File: src/hdl/swcfg_pkg.sv
// Package of constants for the switch address and configuration block.
// Assumes a 20 MHz clock; the block and the testbench refer to names here with pkg:: scope.
package swcfg_pkg;

  // Clock rate and derived timing.
  localparam int unsigned CLK_HZ = 20000000;
  // Settling time of the switches; one millisecond outlasts the contact bounce.
  localparam int unsigned DEBOUNCE_US = 1000;
  localparam int unsigned DEBOUNCE_CYC = (CLK_HZ / 1000000) * DEBOUNCE_US;
  localparam int unsigned FAST_MS = 100;
  localparam int unsigned FAST_CYC = (CLK_HZ / 1000) * FAST_MS;
  localparam int unsigned SLOW_MS = 1000;
  localparam int unsigned SLOW_CYC = (CLK_HZ / 1000) * SLOW_MS;

  // Slot count and widths.
  localparam int unsigned NUM_SLOTS = 8;
  localparam int unsigned ADDR_W = 8;
  localparam int unsigned OPT_W = 8;

  // Address arithmetic.
  localparam logic [7:0] DIGIT_WEIGHT = 8'h10;
  localparam logic [7:0] ADDR_MAX = 8'h7f;
  localparam logic [7:0] OFFSET_ADD = 8'h80;
  localparam logic [7:0] SLOT_STEP = 8'h01;
  localparam logic [7:0] SW_DEFAULT_CODE = 8'h00;

  // Option switch bank field positions.
  localparam int unsigned OPT_SETUP_BIT = 0;
  localparam int unsigned OPT_CKSUM_BIT = 1;
  localparam int unsigned OPT_BAUD_LSB = 2;
  localparam int unsigned OPT_MODE_BIT = 5;

  // Baud codes and default settings.
  localparam logic [2:0] BAUD_115200 = 3'h7;
  localparam logic DEF_SETUP = 1'b1;
  localparam logic DEF_CKSUM = 1'b0;
  localparam logic DEF_MODE = 1'b0;

  // Per-slot setup states reported by the slot manager.
  localparam logic [1:0] ST_EMPTY = 2'h0;
  localparam logic [1:0] ST_BUSY = 2'h1;
  localparam logic [1:0] ST_PASS = 2'h2;
  localparam logic [1:0] ST_FAIL = 2'h3;

  // Register map of the plain register port.
  localparam logic [3:0] REG_CONFIG = 4'h0;
  localparam logic [3:0] REG_CPU_ADDR = 4'h1;
  localparam logic [3:0] REG_SLOT0_ADDR = 4'h2;
  localparam logic [3:0] REG_IRQ_STATUS = 4'h3;
  localparam logic [3:0] REG_IRQ_CLEAR = 4'h4;
  localparam logic [3:0] REG_IRQ_ENABLE = 4'h5;
  localparam logic [3:0] REG_SLOT_STATE = 4'h6;
  localparam int unsigned IRQ_W = 3;
  localparam int unsigned IRQ_CHANGE = 0;
  localparam int unsigned IRQ_FAIL = 1;
  localparam int unsigned IRQ_DONE = 2;

  // States of the parameter apply sequencer.
  typedef enum logic [2:0] {
    SEQ_IDLE = 3'b001,
    SEQ_PUSH = 3'b010,
    SEQ_WAIT = 3'b100
  } seq_state_t;

endpackage

File: src/hdl/switch_debounce.sv
// Synchroniser and debouncer for a bank of switch inputs.
// Assumes slow mechanical inputs and one clock; output changes only after a stable period.
`timescale 1ns/1ns
module switch_debounce #(
  parameter int unsigned WIDTH = 8,
  parameter int unsigned STABLE_CYC = 200000
) (
  // Clock and reset.
  input wire logic mclk,
  input wire logic rst_n,
  // Raw and clean switch levels.
  input wire logic [WIDTH-1:0] raw_in,
  output logic [WIDTH-1:0] clean_out
);

  logic [WIDTH-1:0] sync1_ff; // First synchroniser stage, read only by the second.
  logic [WIDTH-1:0] sync2_ff; // Second synchroniser stage.
  logic [WIDTH-1:0] last_ff; // Value seen on the previous cycle.
  logic [23:0] cnt_ff; // Stable-time counter.

  // Two-stage synchroniser.
  always_ff @(posedge mclk or negedge rst_n) begin
    if (!rst_n) begin
      sync1_ff <= '0;
      sync2_ff <= '0;
    end else begin
      sync1_ff <= raw_in;
      sync2_ff <= sync1_ff;
    end
  end

  // The value is accepted only after it holds still for the full period.
  always_ff @(posedge mclk or negedge rst_n) begin
    if (!rst_n) begin
      last_ff <= '0;
      cnt_ff <= '0;
      clean_out <= '0;
    end else begin
      last_ff <= sync2_ff;
      if (sync2_ff != last_ff) begin
        cnt_ff <= '0;
      end else if (cnt_ff < 24'(STABLE_CYC - 1)) begin
        cnt_ff <= cnt_ff + 24'h000001;
      end else begin
        clean_out <= sync2_ff;
      end
    end
  end

endmodule // switch_debounce

File: src/hdl/switch_address_config.sv
// Switch address and configuration logic of a multi-slot remote I/O carrier.
// Assumes switches are slow levels and slot setup results come from a slot manager.
// Overview of operation
// - Address equals high digit times sixteen plus low.
// - Slot addresses above 127 clear addr_valid.
// - Switch code 00 forces default options.
// - Option bank: setup, checksum, baud, offset mode.
// - Slots get device baud and checksum.
// - Offset mode: device plus 128, slot0 switch.
// - Normal mode: device switch, slot0 plus one.
// - Each next slot address is one higher.
// - Slot lamp toggles 100 ms during setup.
// - Slot lamp flashes slowly on setup failure.
// - Ready lamp fast, steady, or slow flashing.
// - Setup lamp follows automatic setup enable.
// - Switch changes re-apply parameters without software.
`timescale 1ns/1ns
module switch_address_config (
  // Clock and reset.
  input wire logic mclk,
  input wire logic rst_n,
  // Switch inputs.
  input wire logic [3:0] rotary_hi,
  input wire logic [3:0] rotary_lo,
  input wire logic [7:0] option_switch_bank,
  // Slot setup results from the slot manager, two bits per slot.
  input wire logic [15:0] slot_state,
  // Register port.
  input wire logic [3:0] reg_addr,
  input wire logic [7:0] reg_wdata,
  input wire logic reg_wr,
  input wire logic reg_rd,
  output logic [7:0] reg_rdata,
  // Decoded parameters pushed to the serial port and slots.
  output logic [7:0] dev_addr,
  output logic [63:0] slot_addr,
  output logic addr_valid,
  output logic auto_setup,
  output logic cksum_en,
  output logic [2:0] baud_code,
  output logic [2:0] slot_baud,
  output logic slot_cksum,
  output logic param_apply,
  // Indicators and interrupt.
  output logic [7:0] slot_led,
  output logic ready_led,
  output logic setup_led,
  output logic irq
);

  logic [15:0] clean_sw; // Debounced rotary digits and options.
  logic [7:0] sw_addr; // Address read from the rotary digits.
  logic [7:0] opt; // Debounced option bank.
  logic def_sel; // Default options forced.
  logic nxt_setup, nxt_cksum, nxt_mode; // Effective options.
  logic [2:0] nxt_baud; // Effective baud code.
  logic [7:0] nxt_dev; // Next device address.
  logic [7:0] nxt_base; // Next slot 0 address.
  logic nxt_valid; // All slot addresses within range.
  logic [15:0] prev_sw_ff; // Last applied switch image.
  logic changed; // Switch image differs from applied one.
  swcfg_pkg::seq_state_t seq_ff; // Apply sequencer state.
  logic [22:0] fast_cnt_ff; // Fast blink divider.
  logic [24:0] slow_cnt_ff; // Slow blink divider, wide enough for one second.
  logic [63:0] nxt_slot; // Next slot addresses, one byte per slot.
  logic fast_ff, slow_ff; // Blink phases.
  logic [7:0] busy_v, fail_v; // Per-slot status.
  logic [2:0] irq_stat_ff, irq_en_ff; // Interrupt status and enable.
  logic [2:0] irq_set; // Interrupt events this cycle.
  logic [7:0] fail_prev_ff; // Fail vector last cycle.
  logic busy_prev_ff; // Any busy last cycle.
  logic mode_ff; // Applied offset mode.

  // Debounce all switch inputs together before decoding.
  switch_debounce #(
    .WIDTH(16),
    .STABLE_CYC(swcfg_pkg::DEBOUNCE_CYC)
  ) u_deb (
    .mclk(mclk),
    .rst_n(rst_n),
    .raw_in({option_switch_bank, rotary_hi, rotary_lo}),
    .clean_out(clean_sw)
  );

  // Decode address and options from the clean switch image.
  always_comb begin
    opt = clean_sw[15:8];
    sw_addr = 8'(clean_sw[7:4] * swcfg_pkg::DIGIT_WEIGHT) + {4'h0, clean_sw[3:0]};
    def_sel = (sw_addr == swcfg_pkg::SW_DEFAULT_CODE);
    if (def_sel) begin
      nxt_setup = swcfg_pkg::DEF_SETUP;
      nxt_cksum = swcfg_pkg::DEF_CKSUM;
      nxt_baud = swcfg_pkg::BAUD_115200;
      nxt_mode = swcfg_pkg::DEF_MODE;
    end else begin
      nxt_setup = opt[swcfg_pkg::OPT_SETUP_BIT];
      nxt_cksum = opt[swcfg_pkg::OPT_CKSUM_BIT];
      nxt_baud = opt[swcfg_pkg::OPT_BAUD_LSB +: 3];
      nxt_mode = opt[swcfg_pkg::OPT_MODE_BIT];
    end
    if (nxt_mode) begin
      nxt_dev = sw_addr + swcfg_pkg::OFFSET_ADD;
      nxt_base = sw_addr;
    end else begin
      nxt_dev = sw_addr;
      nxt_base = sw_addr + swcfg_pkg::SLOT_STEP;
    end
    // The last slot address must stay within the accepted range.
    nxt_valid = ({1'b0, sw_addr} + 9'(swcfg_pkg::NUM_SLOTS) - {8'h00, nxt_mode})
                <= {1'b0, swcfg_pkg::ADDR_MAX};
    changed = (clean_sw != prev_sw_ff);
  end

  // Apply sequencer: a switch change re-applies all parameters on its own.
  always_ff @(posedge mclk or negedge rst_n) begin
    if (!rst_n) begin
      seq_ff <= swcfg_pkg::SEQ_PUSH;
      prev_sw_ff <= '0;
      param_apply <= 1'b0;
    end else begin
      param_apply <= 1'b0;
      case (seq_ff)
        swcfg_pkg::SEQ_IDLE: begin
          if (changed) begin
            seq_ff <= swcfg_pkg::SEQ_PUSH;
          end
        end
        swcfg_pkg::SEQ_PUSH: begin
          prev_sw_ff <= clean_sw;
          param_apply <= 1'b1;
          seq_ff <= swcfg_pkg::SEQ_WAIT;
        end
        swcfg_pkg::SEQ_WAIT: begin
          seq_ff <= swcfg_pkg::SEQ_IDLE;
        end
        default: begin
          seq_ff <= swcfg_pkg::SEQ_IDLE;
        end
      endcase
    end
  end

  // Latch the decoded parameters when they are applied.
  always_ff @(posedge mclk or negedge rst_n) begin
    if (!rst_n) begin
      dev_addr <= '0;
      addr_valid <= 1'b0;
      auto_setup <= swcfg_pkg::DEF_SETUP;
      cksum_en <= swcfg_pkg::DEF_CKSUM;
      baud_code <= swcfg_pkg::BAUD_115200;
      slot_baud <= swcfg_pkg::BAUD_115200;
      slot_cksum <= swcfg_pkg::DEF_CKSUM;
      mode_ff <= swcfg_pkg::DEF_MODE;
      slot_addr <= '0;
    end else if (seq_ff == swcfg_pkg::SEQ_PUSH) begin
      dev_addr <= nxt_dev;
      addr_valid <= nxt_valid;
      auto_setup <= nxt_setup;
      cksum_en <= nxt_cksum;
      baud_code <= nxt_baud;
      slot_baud <= nxt_baud;
      slot_cksum <= nxt_cksum;
      mode_ff <= nxt_mode;
      slot_addr <= nxt_slot;
    end
  end

  // Slot addresses count upward from the slot 0 address.
  genvar gi;
  generate
    for (gi = 0; gi < swcfg_pkg::NUM_SLOTS; gi++) begin : g_slot
      // Each slot adds its own index; the result is latched with the other parameters.
      assign nxt_slot[gi*8 +: 8] = nxt_base + 8'(gi);
      assign busy_v[gi] = (slot_state[gi*2 +: 2] == swcfg_pkg::ST_BUSY);
      assign fail_v[gi] = (slot_state[gi*2 +: 2] == swcfg_pkg::ST_FAIL);
    end
  endgenerate

  // Blink dividers: fast toggles every 100 ms, slow every second for a 2 s period.
  always_ff @(posedge mclk or negedge rst_n) begin
    if (!rst_n) begin
      fast_cnt_ff <= '0;
      slow_cnt_ff <= '0;
      fast_ff <= 1'b0;
      slow_ff <= 1'b0;
    end else begin
      if (fast_cnt_ff == 23'(swcfg_pkg::FAST_CYC - 1)) begin
        fast_cnt_ff <= '0;
        fast_ff <= ~fast_ff;
      end else begin
        fast_cnt_ff <= fast_cnt_ff + 23'h000001;
      end
      if (slow_cnt_ff == 25'(swcfg_pkg::SLOW_CYC - 1)) begin
        slow_cnt_ff <= '0;
        slow_ff <= ~slow_ff;
      end else begin
        slow_cnt_ff <= slow_cnt_ff + 25'h0000001;
      end
    end
  end

  // Indicator drivers.
  always_ff @(posedge mclk or negedge rst_n) begin
    if (!rst_n) begin
      slot_led <= '0;
      ready_led <= 1'b0;
      setup_led <= 1'b0;
    end else begin
      slot_led <= (busy_v & {8{fast_ff}}) | (fail_v & {8{slow_ff}});
      if (|busy_v) begin
        ready_led <= fast_ff;
      end else if (|fail_v) begin
        ready_led <= slow_ff;
      end else begin
        ready_led <= 1'b1;
      end
      setup_led <= auto_setup;
    end
  end

  // Interrupt events: parameter change, new failure, setup finished.
  always_comb begin
    irq_set = '0;
    irq_set[swcfg_pkg::IRQ_CHANGE] = param_apply;
    irq_set[swcfg_pkg::IRQ_FAIL] = |(fail_v & ~fail_prev_ff);
    irq_set[swcfg_pkg::IRQ_DONE] = busy_prev_ff & ~(|busy_v);
  end

  // Sticky status; a set in the clear cycle wins over the clear.
  always_ff @(posedge mclk or negedge rst_n) begin
    if (!rst_n) begin
      irq_stat_ff <= '0;
      irq_en_ff <= '0;
      fail_prev_ff <= '0;
      busy_prev_ff <= 1'b0;
      irq <= 1'b0;
    end else begin
      fail_prev_ff <= fail_v;
      busy_prev_ff <= |busy_v;
      if (reg_wr && reg_addr == swcfg_pkg::REG_IRQ_CLEAR) begin
        irq_stat_ff <= (irq_stat_ff & ~reg_wdata[2:0]) | irq_set;
      end else begin
        irq_stat_ff <= irq_stat_ff | irq_set;
      end
      if (reg_wr && reg_addr == swcfg_pkg::REG_IRQ_ENABLE) begin
        irq_en_ff <= reg_wdata[2:0];
      end
      irq <= |(irq_stat_ff & irq_en_ff);
    end
  end

  // Read port: data stand one cycle after the read strobe.
  always_ff @(posedge mclk or negedge rst_n) begin
    if (!rst_n) begin
      reg_rdata <= '0;
    end else if (reg_rd) begin
      case (reg_addr)
        swcfg_pkg::REG_CONFIG: reg_rdata <= {addr_valid, mode_ff, baud_code, cksum_en,
                                             auto_setup, 1'b0};
        swcfg_pkg::REG_CPU_ADDR: reg_rdata <= dev_addr;
        swcfg_pkg::REG_SLOT0_ADDR: reg_rdata <= slot_addr[7:0];
        swcfg_pkg::REG_IRQ_STATUS: reg_rdata <= {5'h00, irq_stat_ff};
        swcfg_pkg::REG_IRQ_ENABLE: reg_rdata <= {5'h00, irq_en_ff};
        swcfg_pkg::REG_SLOT_STATE: reg_rdata <= fail_v | busy_v;
        default: reg_rdata <= '0;
      endcase
    end else begin
      reg_rdata <= '0;
    end
  end

  // Checks on the decoded values, the apply sequencer and the lamps.
  // The sampled rst_n term keeps attempts started on the last reset edge quiet,
  // since the outputs still hold their reset values one edge later.
  chk_dev_addr_mode: assert property (@(posedge mclk) disable iff (!rst_n)
    (seq_ff == swcfg_pkg::SEQ_PUSH && nxt_mode) |=> dev_addr == $past(sw_addr) + 8'h80)
    else $error("device address wrong in offset mode");
  chk_slot_base_off: assert property (@(posedge mclk) disable iff (!rst_n)
    (rst_n && seq_ff == swcfg_pkg::SEQ_PUSH && !nxt_mode) |=>
      slot_addr[7:0] == dev_addr + 8'h01)
    else $error("slot 0 address wrong in normal mode");
  chk_slot_step: assert property (@(posedge mclk) disable iff (!rst_n)
    (seq_ff != swcfg_pkg::SEQ_PUSH) |-> slot_addr[15:8] == slot_addr[7:0] + 8'h01)
    else $error("slot 1 address not one above slot 0");
  chk_default_opts: assert property (@(posedge mclk) disable iff (!rst_n)
    (seq_ff == swcfg_pkg::SEQ_PUSH && def_sel) |=> auto_setup && !cksum_en && baud_code == 3'h7)
    else $error("defaults not applied for code 00");
  chk_slot_follow: assert property (@(posedge mclk) disable iff (!rst_n)
    slot_baud == baud_code && slot_cksum == cksum_en)
    else $error("slot settings differ from device");
  chk_change_apply: assert property (@(posedge mclk) disable iff (!rst_n)
    (seq_ff == swcfg_pkg::SEQ_IDLE && changed) |-> ##2 param_apply)
    else $error("switch change not applied");
  chk_setup_led: assert property (@(posedge mclk) disable iff (!rst_n)
    rst_n |=> setup_led == $past(auto_setup))
    else $error("setup lamp does not follow enable");
  chk_ready_pass: assert property (@(posedge mclk) disable iff (!rst_n)
    (rst_n && busy_v == 8'h00 && fail_v == 8'h00) |=> ready_led)
    else $error("ready lamp not lit when all pass");
  chk_ready_busy: assert property (@(posedge mclk) disable iff (!rst_n)
    (rst_n && busy_v != 8'h00) |=> ready_led == $past(fast_ff))
    else $error("ready lamp not at fast rate during setup");
  chk_slot_pass_off: assert property (@(posedge mclk) disable iff (!rst_n)
    (!busy_v[0] && !fail_v[0]) |=> !slot_led[0])
    else $error("slot lamp lit after pass");
  chk_slot_fail_flash: assert property (@(posedge mclk) disable iff (!rst_n)
    (rst_n && fail_v[0] && !busy_v[0]) |=> slot_led[0] == $past(slow_ff))
    else $error("slot lamp not at slow rate on failure");

endmodule // switch_address_config

File: config.mk
export PLATFORM = sky130hd
export DESIGN_NAME = switch_address_config
export DESIGN_NICKNAME = d
export VERILOG_FILES = /design/src/hdl/swcfg_pkg.sv /design/src/hdl/switch_debounce.sv /design/src/hdl/switch_address_config.sv
export SDC_FILE = /design/constraint.sdc
export NUM_CORES = 1
export LEC_CHECK = 0
export ABC_AREA = 1
export BUFFER_PORTS_ARGS = -buffer_cell sky130_fd_sc_hd__buf_2
export CORE_ASPECT_RATIO = 2
export CORE_MARGIN = 4
export CORE_UTILIZATION = 50
export CTS_BUF_LIST = sky130_fd_sc_hd__clkbuf_8
export CTS_CLUSTER_DIAMETER = 60
export DETAILED_ROUTE_END_ITERATION = 10
export PLACE_DENSITY = 0.77
export SYNTH_ARGS = -nofsm -noshare
export SYNTH_HDL_FRONTEND = slang
export SYNTH_SLANG_ARGS = --single-unit
File: constraint.sdc
create_clock -name mclk -period 2.55 [get_ports mclk]
set_input_delay 0.1275 -clock mclk [delete_from_list [all_inputs] [get_ports mclk]]
set_output_delay 0.1275 -clock mclk [all_outputs]
set_load 0.05 [all_outputs]
### Word level (Yosys, flattened, before mapping)

Index checks and enable logic that the tools add are counted.
Widths: inputs -> output; s select.

* output and inout port bits: 102
* register bits after elaboration: 271
* bits of input ports: 48
* word-level logic and storage cells: 119

* order comparisons: 2
* mux-type cells: 18
* $add $sub $neg: 15
* reductions and logical operators: 10
* eq/ne operators: 29
* bitwise logic cells: 17

Operator list (number)
* $mux 24: 2
* $pmux 8 s6: 1
* $add 8x3->8 const B: 4
* $ne 16x16->1: 2
* $add 25x1->25 const B: 1
* $eq 25x25->1 const B: 1
* $mux 25: 1
* $add 24x1->24 const B: 1
* $and 8x8->8: 3
* $lt 24x15->1 const B: 1
* $mux 8: 3
* $reduce_or 8->1: 3
* $add 23x1->23 const B: 1
* $eq 23x21->1 const B: 1
* $mux 23: 1
* $add 8x1->8 const B: 2
* $add 8x2->8 const B: 2
* $eq 2x1->1 const B: 8
* $eq 2x2->1 const B: 8
* $or 8x8->8: 2
* $eq 4x3->1 const B: 3
* $add 8x4->9 const B: 1
* $le 9x7->1 const B: 1
* $mux 3: 3
* 22 further kinds: 35

### Logic depth before layout (Yosys ltp)

Gate-level depths: netlist of the first run.

* word-level depth: 6
* depth in mapped cells: 17
* gate-level depth less buffers: 16

### Modules after synthesis

A second synthesis of the first run with hierarchy kept.

* cells, all modules: 1486
* area, all modules: 12489.5 um2

By module, submodules not included
* switch_address_config: sequential area each 4160.2 um2, times used 1, cells an instance 1127, area each 9034.9 um2
* switch_debounce: sequential area each 2202.1 um2, times used 1, cells an instance 359, area each 3454.6 um2

### Least setup slack after synthesis of the first run

OpenSTA, ideal clock, no wires.

* path kind: reg-to-reg
* start: register u_deb.clean_out[2]
* end: register addr_valid
* data required time: 2.467 ns
* period minus slack after synthesis: 2.599 ns
* stages on the path, launching flop included: 18
* arrival time: 2.516 ns
* library setup time: 0.083 ns
* setup slack: -0.049 ns
* buffers on the path: 1
* path through: dfrtp_1 clkbuf_1 inv_1 ha_1 nand4_2 nand2_4 inv_1 ha_1 inv_1 ha_1 fa_1 nand2_1 nand3_1 nand3_1 nand3_1 nand2_1 nand3_1 o21ai_0

* longest elaborated chain between the ends: 5
* elaborated cells on any way between the ends: 6
* classes of those cells: add/sub (3); order compare (1); mux (1); reduce/logical (1)

RTL lines
* start, declared: RTL line switch_debounce.sv:13 `output logic [WIDTH-1:0] clean_out`
* start signal, assigned: RTL line switch_debounce.sv:45 `clean_out <= sync2_ff;`
* $add 8x4->8: RTL line switch_address_config.sv:88 `sw_addr = 8'(clean_sw[7:4] * swcfg_pkg::DIGIT_WEIGHT) + {4'h0, clean_sw[3:0]};`
* $logic_not 8->1: RTL line switch_address_config.sv:89 `def_sel = (sw_addr == swcfg_pkg::SW_DEFAULT_CODE);`
* $mux 1: RTL line switch_address_config.sv:90 `if (def_sel) begin`
* net nxt_mode: RTL line switch_address_config.sv:55 `logic nxt_setup, nxt_cksum, nxt_mode;`
* $sub 9x1->9: RTL line switch_address_config.sv:109 `nxt_valid = ({1'b0, sw_addr} + 9'(swcfg_pkg::NUM_SLOTS) - {8'h00, nxt_mode})`
* $le 9x7->1: RTL line switch_address_config.sv:110 `<= {1'b0, swcfg_pkg::ADDR_MAX};`
* end signal, assigned: RTL line switch_address_config.sv:157 `addr_valid <= nxt_valid;`
* end, declared: RTL line switch_address_config.sv:37 `output logic addr_valid,`

The timed path passes the listed nets, and every way through them passes these cells.
A chain may end at the register's enable or synchronous reset.

### Worst setup path in the final report of the first run

Ends and elaborated chain as after synthesis.

==> impl_metrics.yaml, run 1 <==
timing:
  setup_viol: 0
  period_needed_ns: 2.331
  max_freq_ghz: 0.4291
  fin_skew_ns: 0.03401
  rsz0062_at_grt: "false"
  fin_setup_tns_ns: 0
  worstMarginPinSlew_ns: 0.7791
  fin_crit_sh: 0.9139
  slew-limit-headroom: 0.4799
  slew_violations: 0
  hold_viol: 0
floorplanning:
  core_sq_um: 23920
  fp.dieW_um: 118.2
  die_h_um: 228.5
  row_count: 80
  dieArea_sq_um: 27020
  start_util: 0.5080
  ios: 150
cts:
  clockBufferDepth: 3
  clkLatencyLatePin_ns: 0.55
  root_buffer: "clkbuf_8"
  path_clk_slew_ns: 0.06
  cts_setup_buffers: 0
  numCtsBuffers: 37
  clock-sinks: 254
  cts_tree: "yes"
  h-tree-depth: 2
placement:
  gp_congestion: 0.9373
  place_area_sq_um: 13240
  port_buffers: 144
  hpwl_um: 22250
detailed_routing:
  num_vias: 10420
  drc: 0
  dr.first_iter.drc_count: 866
  vias_per_cell: 5.311
  drtAntennaViolNets: 0
  wirelength_um: 31420
  drtPass1Iterations: 5
  wl_per_cell_um: 16.02
logic_synthesis:
  synth_top_area_cell: "dfrtp_1"
  synthesis.nets: 1501
  yosys.area_share.adder: 0.03150
  synth_edf_count: 0
  yosysWarnings: 0
  synth.cell_area_sq_um: 12150
  synth_mux_area_frac: 0
  synthXorXnorAreaFrac: 0.04180
  netlist_instances: 1423
  seq_area_frac_synth: 0.5235
  synth_area_per_cell_sq_um: 8.540
  synth_top_family_by_area: "simple AND/OR/NAND/NOR gates"
  synthFlopType: "dfrtp_1"
  synth_top_area_share: 0.5127
  ys_seq_elements: 254
  ys_types: 49
  synth.area.top_cells: "dfrtp_1 51%, nand2_1 11%, inv_1 5.5%"
  synthSimpleGateAreaFrac: 0.2551
  async_flop_share: 1.000
  synth_compound_area_frac: 0.06692
pwr:
  max-vdd-ir-drop_mv: 0.6274
  power_density_nw_per_um2: 543.8
  power_leakage_nw: 7.625
global_routing:
  grt_pass1_vias: 10630
  grt_pass1_wl_um: 52020
  antenna_found_initial: 1
  grt_overflow_total: 0
  grt_max_degree: 77
  grt.total_usage: 0.2343
outcome:
  status: "complete, no violations"
finish:
  fillCellCount: 1957
  area_growth_pct: 20.48
  design_area_sq_um: 14640
  nets: 1726
  drive_gt1_frac: 0.1590
critical_path:
  crit_buf_inv: 3
  endpoint_kind: "flop"
  cp_slowest_cell: "fa_1"
  critPathRequiredTime_ns: 3.01
  crit_path_max_incr_delay_ns: 0.37
  crit_chain: "inv_1 -> ha_1 -> nand4_2 -> nand2_4 -> inv_1 -> ha_4 -> inv_1 -> ha_1 -> fa_1 -> nand2_1 -> nand3_1 -> nand3_1 -> nand3_1 -> nand2_1 -> nand3_1 -> o21ai_1"
  critPathKind: "flop to flop"
  cpLargestDelayFamily: "adder cells"
  path_max_fanout: 5
  startpoint_type: "flop"
  crit_top_cell: "nand3_1"
  cp.arrival_ns: 2.79
job:
  max_cap_violations: 0
worst_hold_path:
  hp-class: "primary input to flop"
-- what timing repair did --
action,4_1_cts,5_1_grt
endpoints found under the hold margin,118,0
hold buffers,59,0
endpoints found under the setup margin,0,3
gates resized for setup,0,5
-- layout by cell type, fill, tap and decap left out, types with 6 or more instances in the layout --
| master | instances |
|---|---|
| nand4_1 | 34 |
| nand2_2 | 6 |
| dlygate4sd3_1 | 59 |
| buf_2 | 143 |
| o21a_1 | 7 |
| xor2_1 | 50 |
| dfrtp_1 | 249 |
| ha_1 | 28 |
| o211ai_1 | 10 |
| xnor2_1 | 8 |
| o21ai_0 | 59 |
| nor2_1 | 143 |
| clkbuf_8 | 48 |
| buf_4 | 27 |
| nor3_1 | 34 |
| nand3_1 | 92 |
| o22ai_1 | 19 |
| nand2_1 | 362 |
| a21oi_1 | 23 |
| inv_1 | 188 |
| nor4_1 | 10 |
-- metrics by stage --
step                worst slack, ns  power, mW    util  hold WS (ns)  std cells
global route                0.04789      8.250  0.6120        0.1188       1961
detailed placement           0.1464      4.510  0.5535        0.1575       1837
global placement             0.2181      4.502  0.5535        0.1492       1837
finish                       0.2195      7.962  0.6120       0.09267       1961
CTS                          0.1279      8.042  0.6111       0.06496       1960
floorplan                   0.04998      4.322       -       -0.1681       1423
-- cells by family after synthesis --
family          after synthesis
compound gates              138
xor+xnor                     58
flops                       254
buf+inv                     233
simple gates                710
fa+ha+maj                    30
-- registers in the layout, indices dropped and copies added, names as in the netlist, 8 cells and up --
signal	count
u_deb.last_ff	16
fast_cnt_ff	23
slow_cnt_ff	25
u_deb.sync2_ff	16
slot_led	8
u_deb.sync1_ff	16
u_deb.cnt_ff	24
fail_prev_ff	8
reg_rdata	8
prev_sw_ff	16
slot_addr	54
u_deb.clean_out	16
-- worst register-to-register path: stages, from the launching register on --
cell	delay (ns)
dfrtp_1	0.34
inv_1	0.06
ha_1	0.21
nand4_2	0.13
nand2_4	0.05
inv_1	0.15
ha_4	0.15
inv_1	0.03
ha_1	0.21
fa_1	0.37
nand2_1	0.07
nand3_1	0.06
nand3_1	0.09
nand3_1	0.07
nand2_1	0.06
nand3_1	0.06
o21ai_1	0.14
-- cells in the mapped netlist, types with 4 or more instances --
master    count
nand2_1     362
dfrtp_1     249
inv_1       179
nor2_1      143
nand3_1      92
o21ai_0      60
xor2_1       50
nor3_1       35
nand4_1      34
ha_1         29
buf_4        24
a21oi_1      23
o22ai_1      19
clkbuf_1     12
buf_2        10
nor4_1       10
o211ai_1     10
xnor2_1       8
o21a_1        7
nand2_2       6
dfstp_2       5
nor3b_1       5
or2_2         4
-- routing by layer --
metal  part of all wire  GRT usage  routed length [um]  vias up
li1                   -          -                   -     4987
met1               0.36     0.2502               11300     4907
met2               0.54     0.4369               16880      399
met3              0.043    0.02873                1352      122
met4              0.060     0.1350                1885        0
met5                  0          0                   0        -
-- area by class of cell --
type | count | area, sq um | share of cell area
diodes | 1 | 2.502 | 0.0001709
clock buffers | 48 | 660.6 | 0.04512
clock inverters | 16 | 127.6 | 0.008716
inverters | 185 | 695.7 | 0.04751
multi-input cells | 936 | 4830 | 0.3299
flip-flops and latches | 254 | 6362 | 0.4345
well taps | 287 | 359.1 | 0.02453
repair buffers | 234 | 1604 | 0.1096
-- power by group --
group | switching [mW] | internal, mW
registers | 0.0348 | 4.10
clock network | 1.56 | 1.90
logic | 0.230 | 0.139
total | 1.82 | 6.14
-- worst paths after layout --
check	from	to	slack (ns)	depth (start not counted)
worst max-delay path	u_deb.clean_out[2]	addr_valid	0.22	16
worst min-delay path	reg_addr[0]	irq_stat_ff[1]	0.09	5
worst max register to register	u_deb.clean_out[2]	addr_valid	0.22	16
worst min register to register	u_deb.sync1_ff[11]	u_deb.sync2_ff[11]	0.33	0
max in group asynchronous	rst_n	slot_baud[2]	1.53	3
min in group asynchronous	rst_n	slot_addr[18]	0.18	2
Power figures use the tool's default switching activity.
==> run 2: changes to the inputs <==
--- a/config.mk
+++ b/config.mk
@@ -13,7 +13,7 @@
 export CTS_BUF_LIST = sky130_fd_sc_hd__clkbuf_8
 export CTS_CLUSTER_DIAMETER = 60
 export DETAILED_ROUTE_END_ITERATION = 10
-export PLACE_DENSITY = 0.77
+export PLACE_DENSITY = 0.73
 export SYNTH_ARGS = -nofsm -noshare
 export SYNTH_HDL_FRONTEND = slang
 export SYNTH_SLANG_ARGS = --single-unit
==> impl_metrics.yaml, run 2 (synthesized netlist as in run 1, its figures left out) <==
finish:
  layout_commonest_cell: "nand2_1"
  antenna_cells: 0
  design_area_sq_um: 14640
  regMostFlops: "slot_addr"
  fin_util: 0.6121
  area_growth_pct: 20.49
  stdcell_count: 1957
  final_cell_mix: "362 x nand2_1, 249 x dfrtp_1, 186 x inv_1"
  drive_gt1_frac: 0.1605
  fillCellCount: 2047
  biggestRegsByFlops: "slot_addr (54), slow_cnt_ff (25), u_deb.cnt_ff (24)"
  nets: 1722
  largest_register_ffs: 54
timing:
  fin_crit_sh: 0.9180
  rsz0062_at_grt: "false"
  hold_viol: 0
  period_needed_ns: 2.341
  max_freq_ghz: 0.4272
  fin_skew_ns: 0.01658
  slew-limit-headroom: 0.4499
  setup_viol: 0
  worstMarginPinSlew_ns: 0.8221
  slew_violations: 0
  fin_setup_tns_ns: 0
placement:
  hpwl_um: 22190
  gp_congestion: 0.9538
  dp.cells: 1836
  place_area_sq_um: 13230
  port_buffers: 144
pwr:
  p_seq_frac: 0.508
  internal_power_mw: 6.348
  pwr-share-comb: 0.045
  swShare: 0.2212
  power_density_nw_per_um2: 556.6
  p_sw_mw: 1.803
  clock_power_share: 0.448
  max-vdd-ir-drop_mv: 0.3742
  finalPower_mw: 8.150
  power_leakage_nw: 7.609
floorplanning:
  start_util: 0.5080
  ios: 150
  fp.dieW_um: 118.2
  row_count: 80
  dieArea_sq_um: 27020
  core_sq_um: 23920
  die_h_um: 228.5
critical_path:
  critPathRequiredTime_ns: 2.97
  cp_slowest_cell: "dfrtp_1"
  path_depth: 14
  crit_buf_inv: 4
  crit_chain: "inv_1 -> ha_1 -> nand4_2 -> nand2_4 -> buf_4 -> o21ai_2 -> inv_2 -> ha_2 -> inv_1 -> nand2_1 -> o211ai_1 -> nand2_1 -> nand2_1 -> nand2_1"
  reg2reg_from: "u_deb.clean_out[3]"
  r2r-end: "slot_addr[62]"
  path_max_fanout: 9
  crit_top_cell: "nand2_1"
  crit_path_max_incr_delay_ns: 0.35
  startpoint_type: "flop"
  critPathKind: "flop to flop"
  reg2regPathDepth: 14
  cpLargestDelayFamily: "compound AO/OA/AOI/OAI gates"
  reg2reg_slack_ns: 0.21
  cp.arrival_ns: 2.76
  endpoint_kind: "flop"
worst_hold_path:
  worstHoldEndpoint: "irq_stat_ff[1]"
  whs_path_depth: 5
  hp-class: "primary input to flop"
  hold_path.startpoint: "reg_addr[1]"
global_routing:
  antenna_found_initial: 0
  grt_overflow_total: 0
  grt_max_degree: 80
  grt_pass1_wl_um: 50730
  grt.total_usage: 0.2286
  grt_pass1_vias: 10460
cts:
  clkLatencyLatePin_ns: 0.53
  clockBufferDepth: 3
  clock-sinks: 254
  numCtsBuffers: 36
  h-tree-depth: 2
  cts_setup_buffers: 0
  path_clk_slew_ns: 0.07
  cts_tree: "yes"
  root_buffer: "clkbuf_8"
detailed_routing:
  num_vias: 10220
  routed.top_layer: "met4"
  wl_per_cell_um: 15.68
  wl_met3_um: 1363
  dr.first_iter.drc_count: 646
  drtAntennaViolNets: 0
  met2_length_um: 16590
  drc: 0
  wirelength_um: 30690
  vias_per_cell: 5.222
  met1_length_um: 10980
  drtPass1Iterations: 5
outcome:
  status: "complete, no violations"
job:
  max_cap_violations: 0
==> run 2: cell types whose count changed in the layout (fill, tap and decap cells not counted), sizes merged <==
cell	before	now
dlygate4sd3	59	57
clkinv	5	7
clkbuf	48	45
diode	1	0
buf	175	174
inv	194	190
bufinv	2	5
clkinvlp	0	2
==> run 2: through the flow <==
| stage | hold WS (ns) | worst slack, ns |
|---|---|---|
| 3_5_place_dp | 0.1455 | 0.1320 |
| 4_1_cts | 0.05825 | 0.06237 |
| 3_3_place_gp | 0.1388 | 0.2027 |
| 2_1_floorplan | -0.1681 | 0.04998 |
| 5_1_grt | 0.1002 | 0.007443 |
| 6_report | 0.09849 | 0.2091 |
==> run 2: how the worst max path moves through the flow <==
stage,from,endpoint,slack [ns]
after floorplan,u_deb.clean_out[2],slot_addr[62],0.05
after global placement,u_deb.clean_out[0],slot_addr[62],0.20
after detailed placement,u_deb.clean_out[3],slot_addr[62],0.13
after CTS,u_deb.clean_out[3],slot_addr[62],0.06
after global routing,u_deb.clean_out[3],slot_addr[62],0.007
final,u_deb.clean_out[3],slot_addr[62],0.21
==> run 2: metal layers <==
layer  up-vias  GRT usage
li1       4990          -
met1      4786     0.2376
met2       336     0.4306
met3       107    0.02873
met4         0     0.1365
met5         -          0
==> run 2: layout make-up <==
class                   instances  area, sq um  area share
inverters                     185        695.7     0.04751
flip-flops and latches        254         6362      0.4345
clock buffers                  45        619.3     0.04230
multi-input cells             936         4815      0.3288
repair buffers                231         1577      0.1077
clock inverters                19        215.2     0.01470
well taps                     287        359.1     0.02452
==> run 2: power groups by stage <==
stage	registers (mW)	logic, mW	clock network, mW
finish	4.14	0.365	3.65
global placement	4.21	0.290	0
detailed placement	4.21	0.294	0
CTS	4.14	0.365	3.75
global route	4.14	0.404	3.91
floorplan	4.23	0.0933	0
==> run 2: repair_timing <==
item	CTS	global route
gates resized for setup	0	4
endpoints found under the setup margin	0	5
endpoints found under the hold margin	122	0
hold buffers	57	0
==> run 2: worst reg2reg max path: stages (launching register included) <==
cell	delay, ns
dfrtp_1	0.35
inv_1	0.07
ha_1	0.19
nand4_2	0.12
nand2_4	0.06
buf_4	0.16
o21ai_2	0.29
inv_2	0.14
ha_2	0.22
inv_1	0.08
nand2_1	0.07
o211ai_1	0.27
nand2_1	0.10
nand2_1	0.07
nand2_1	0.05
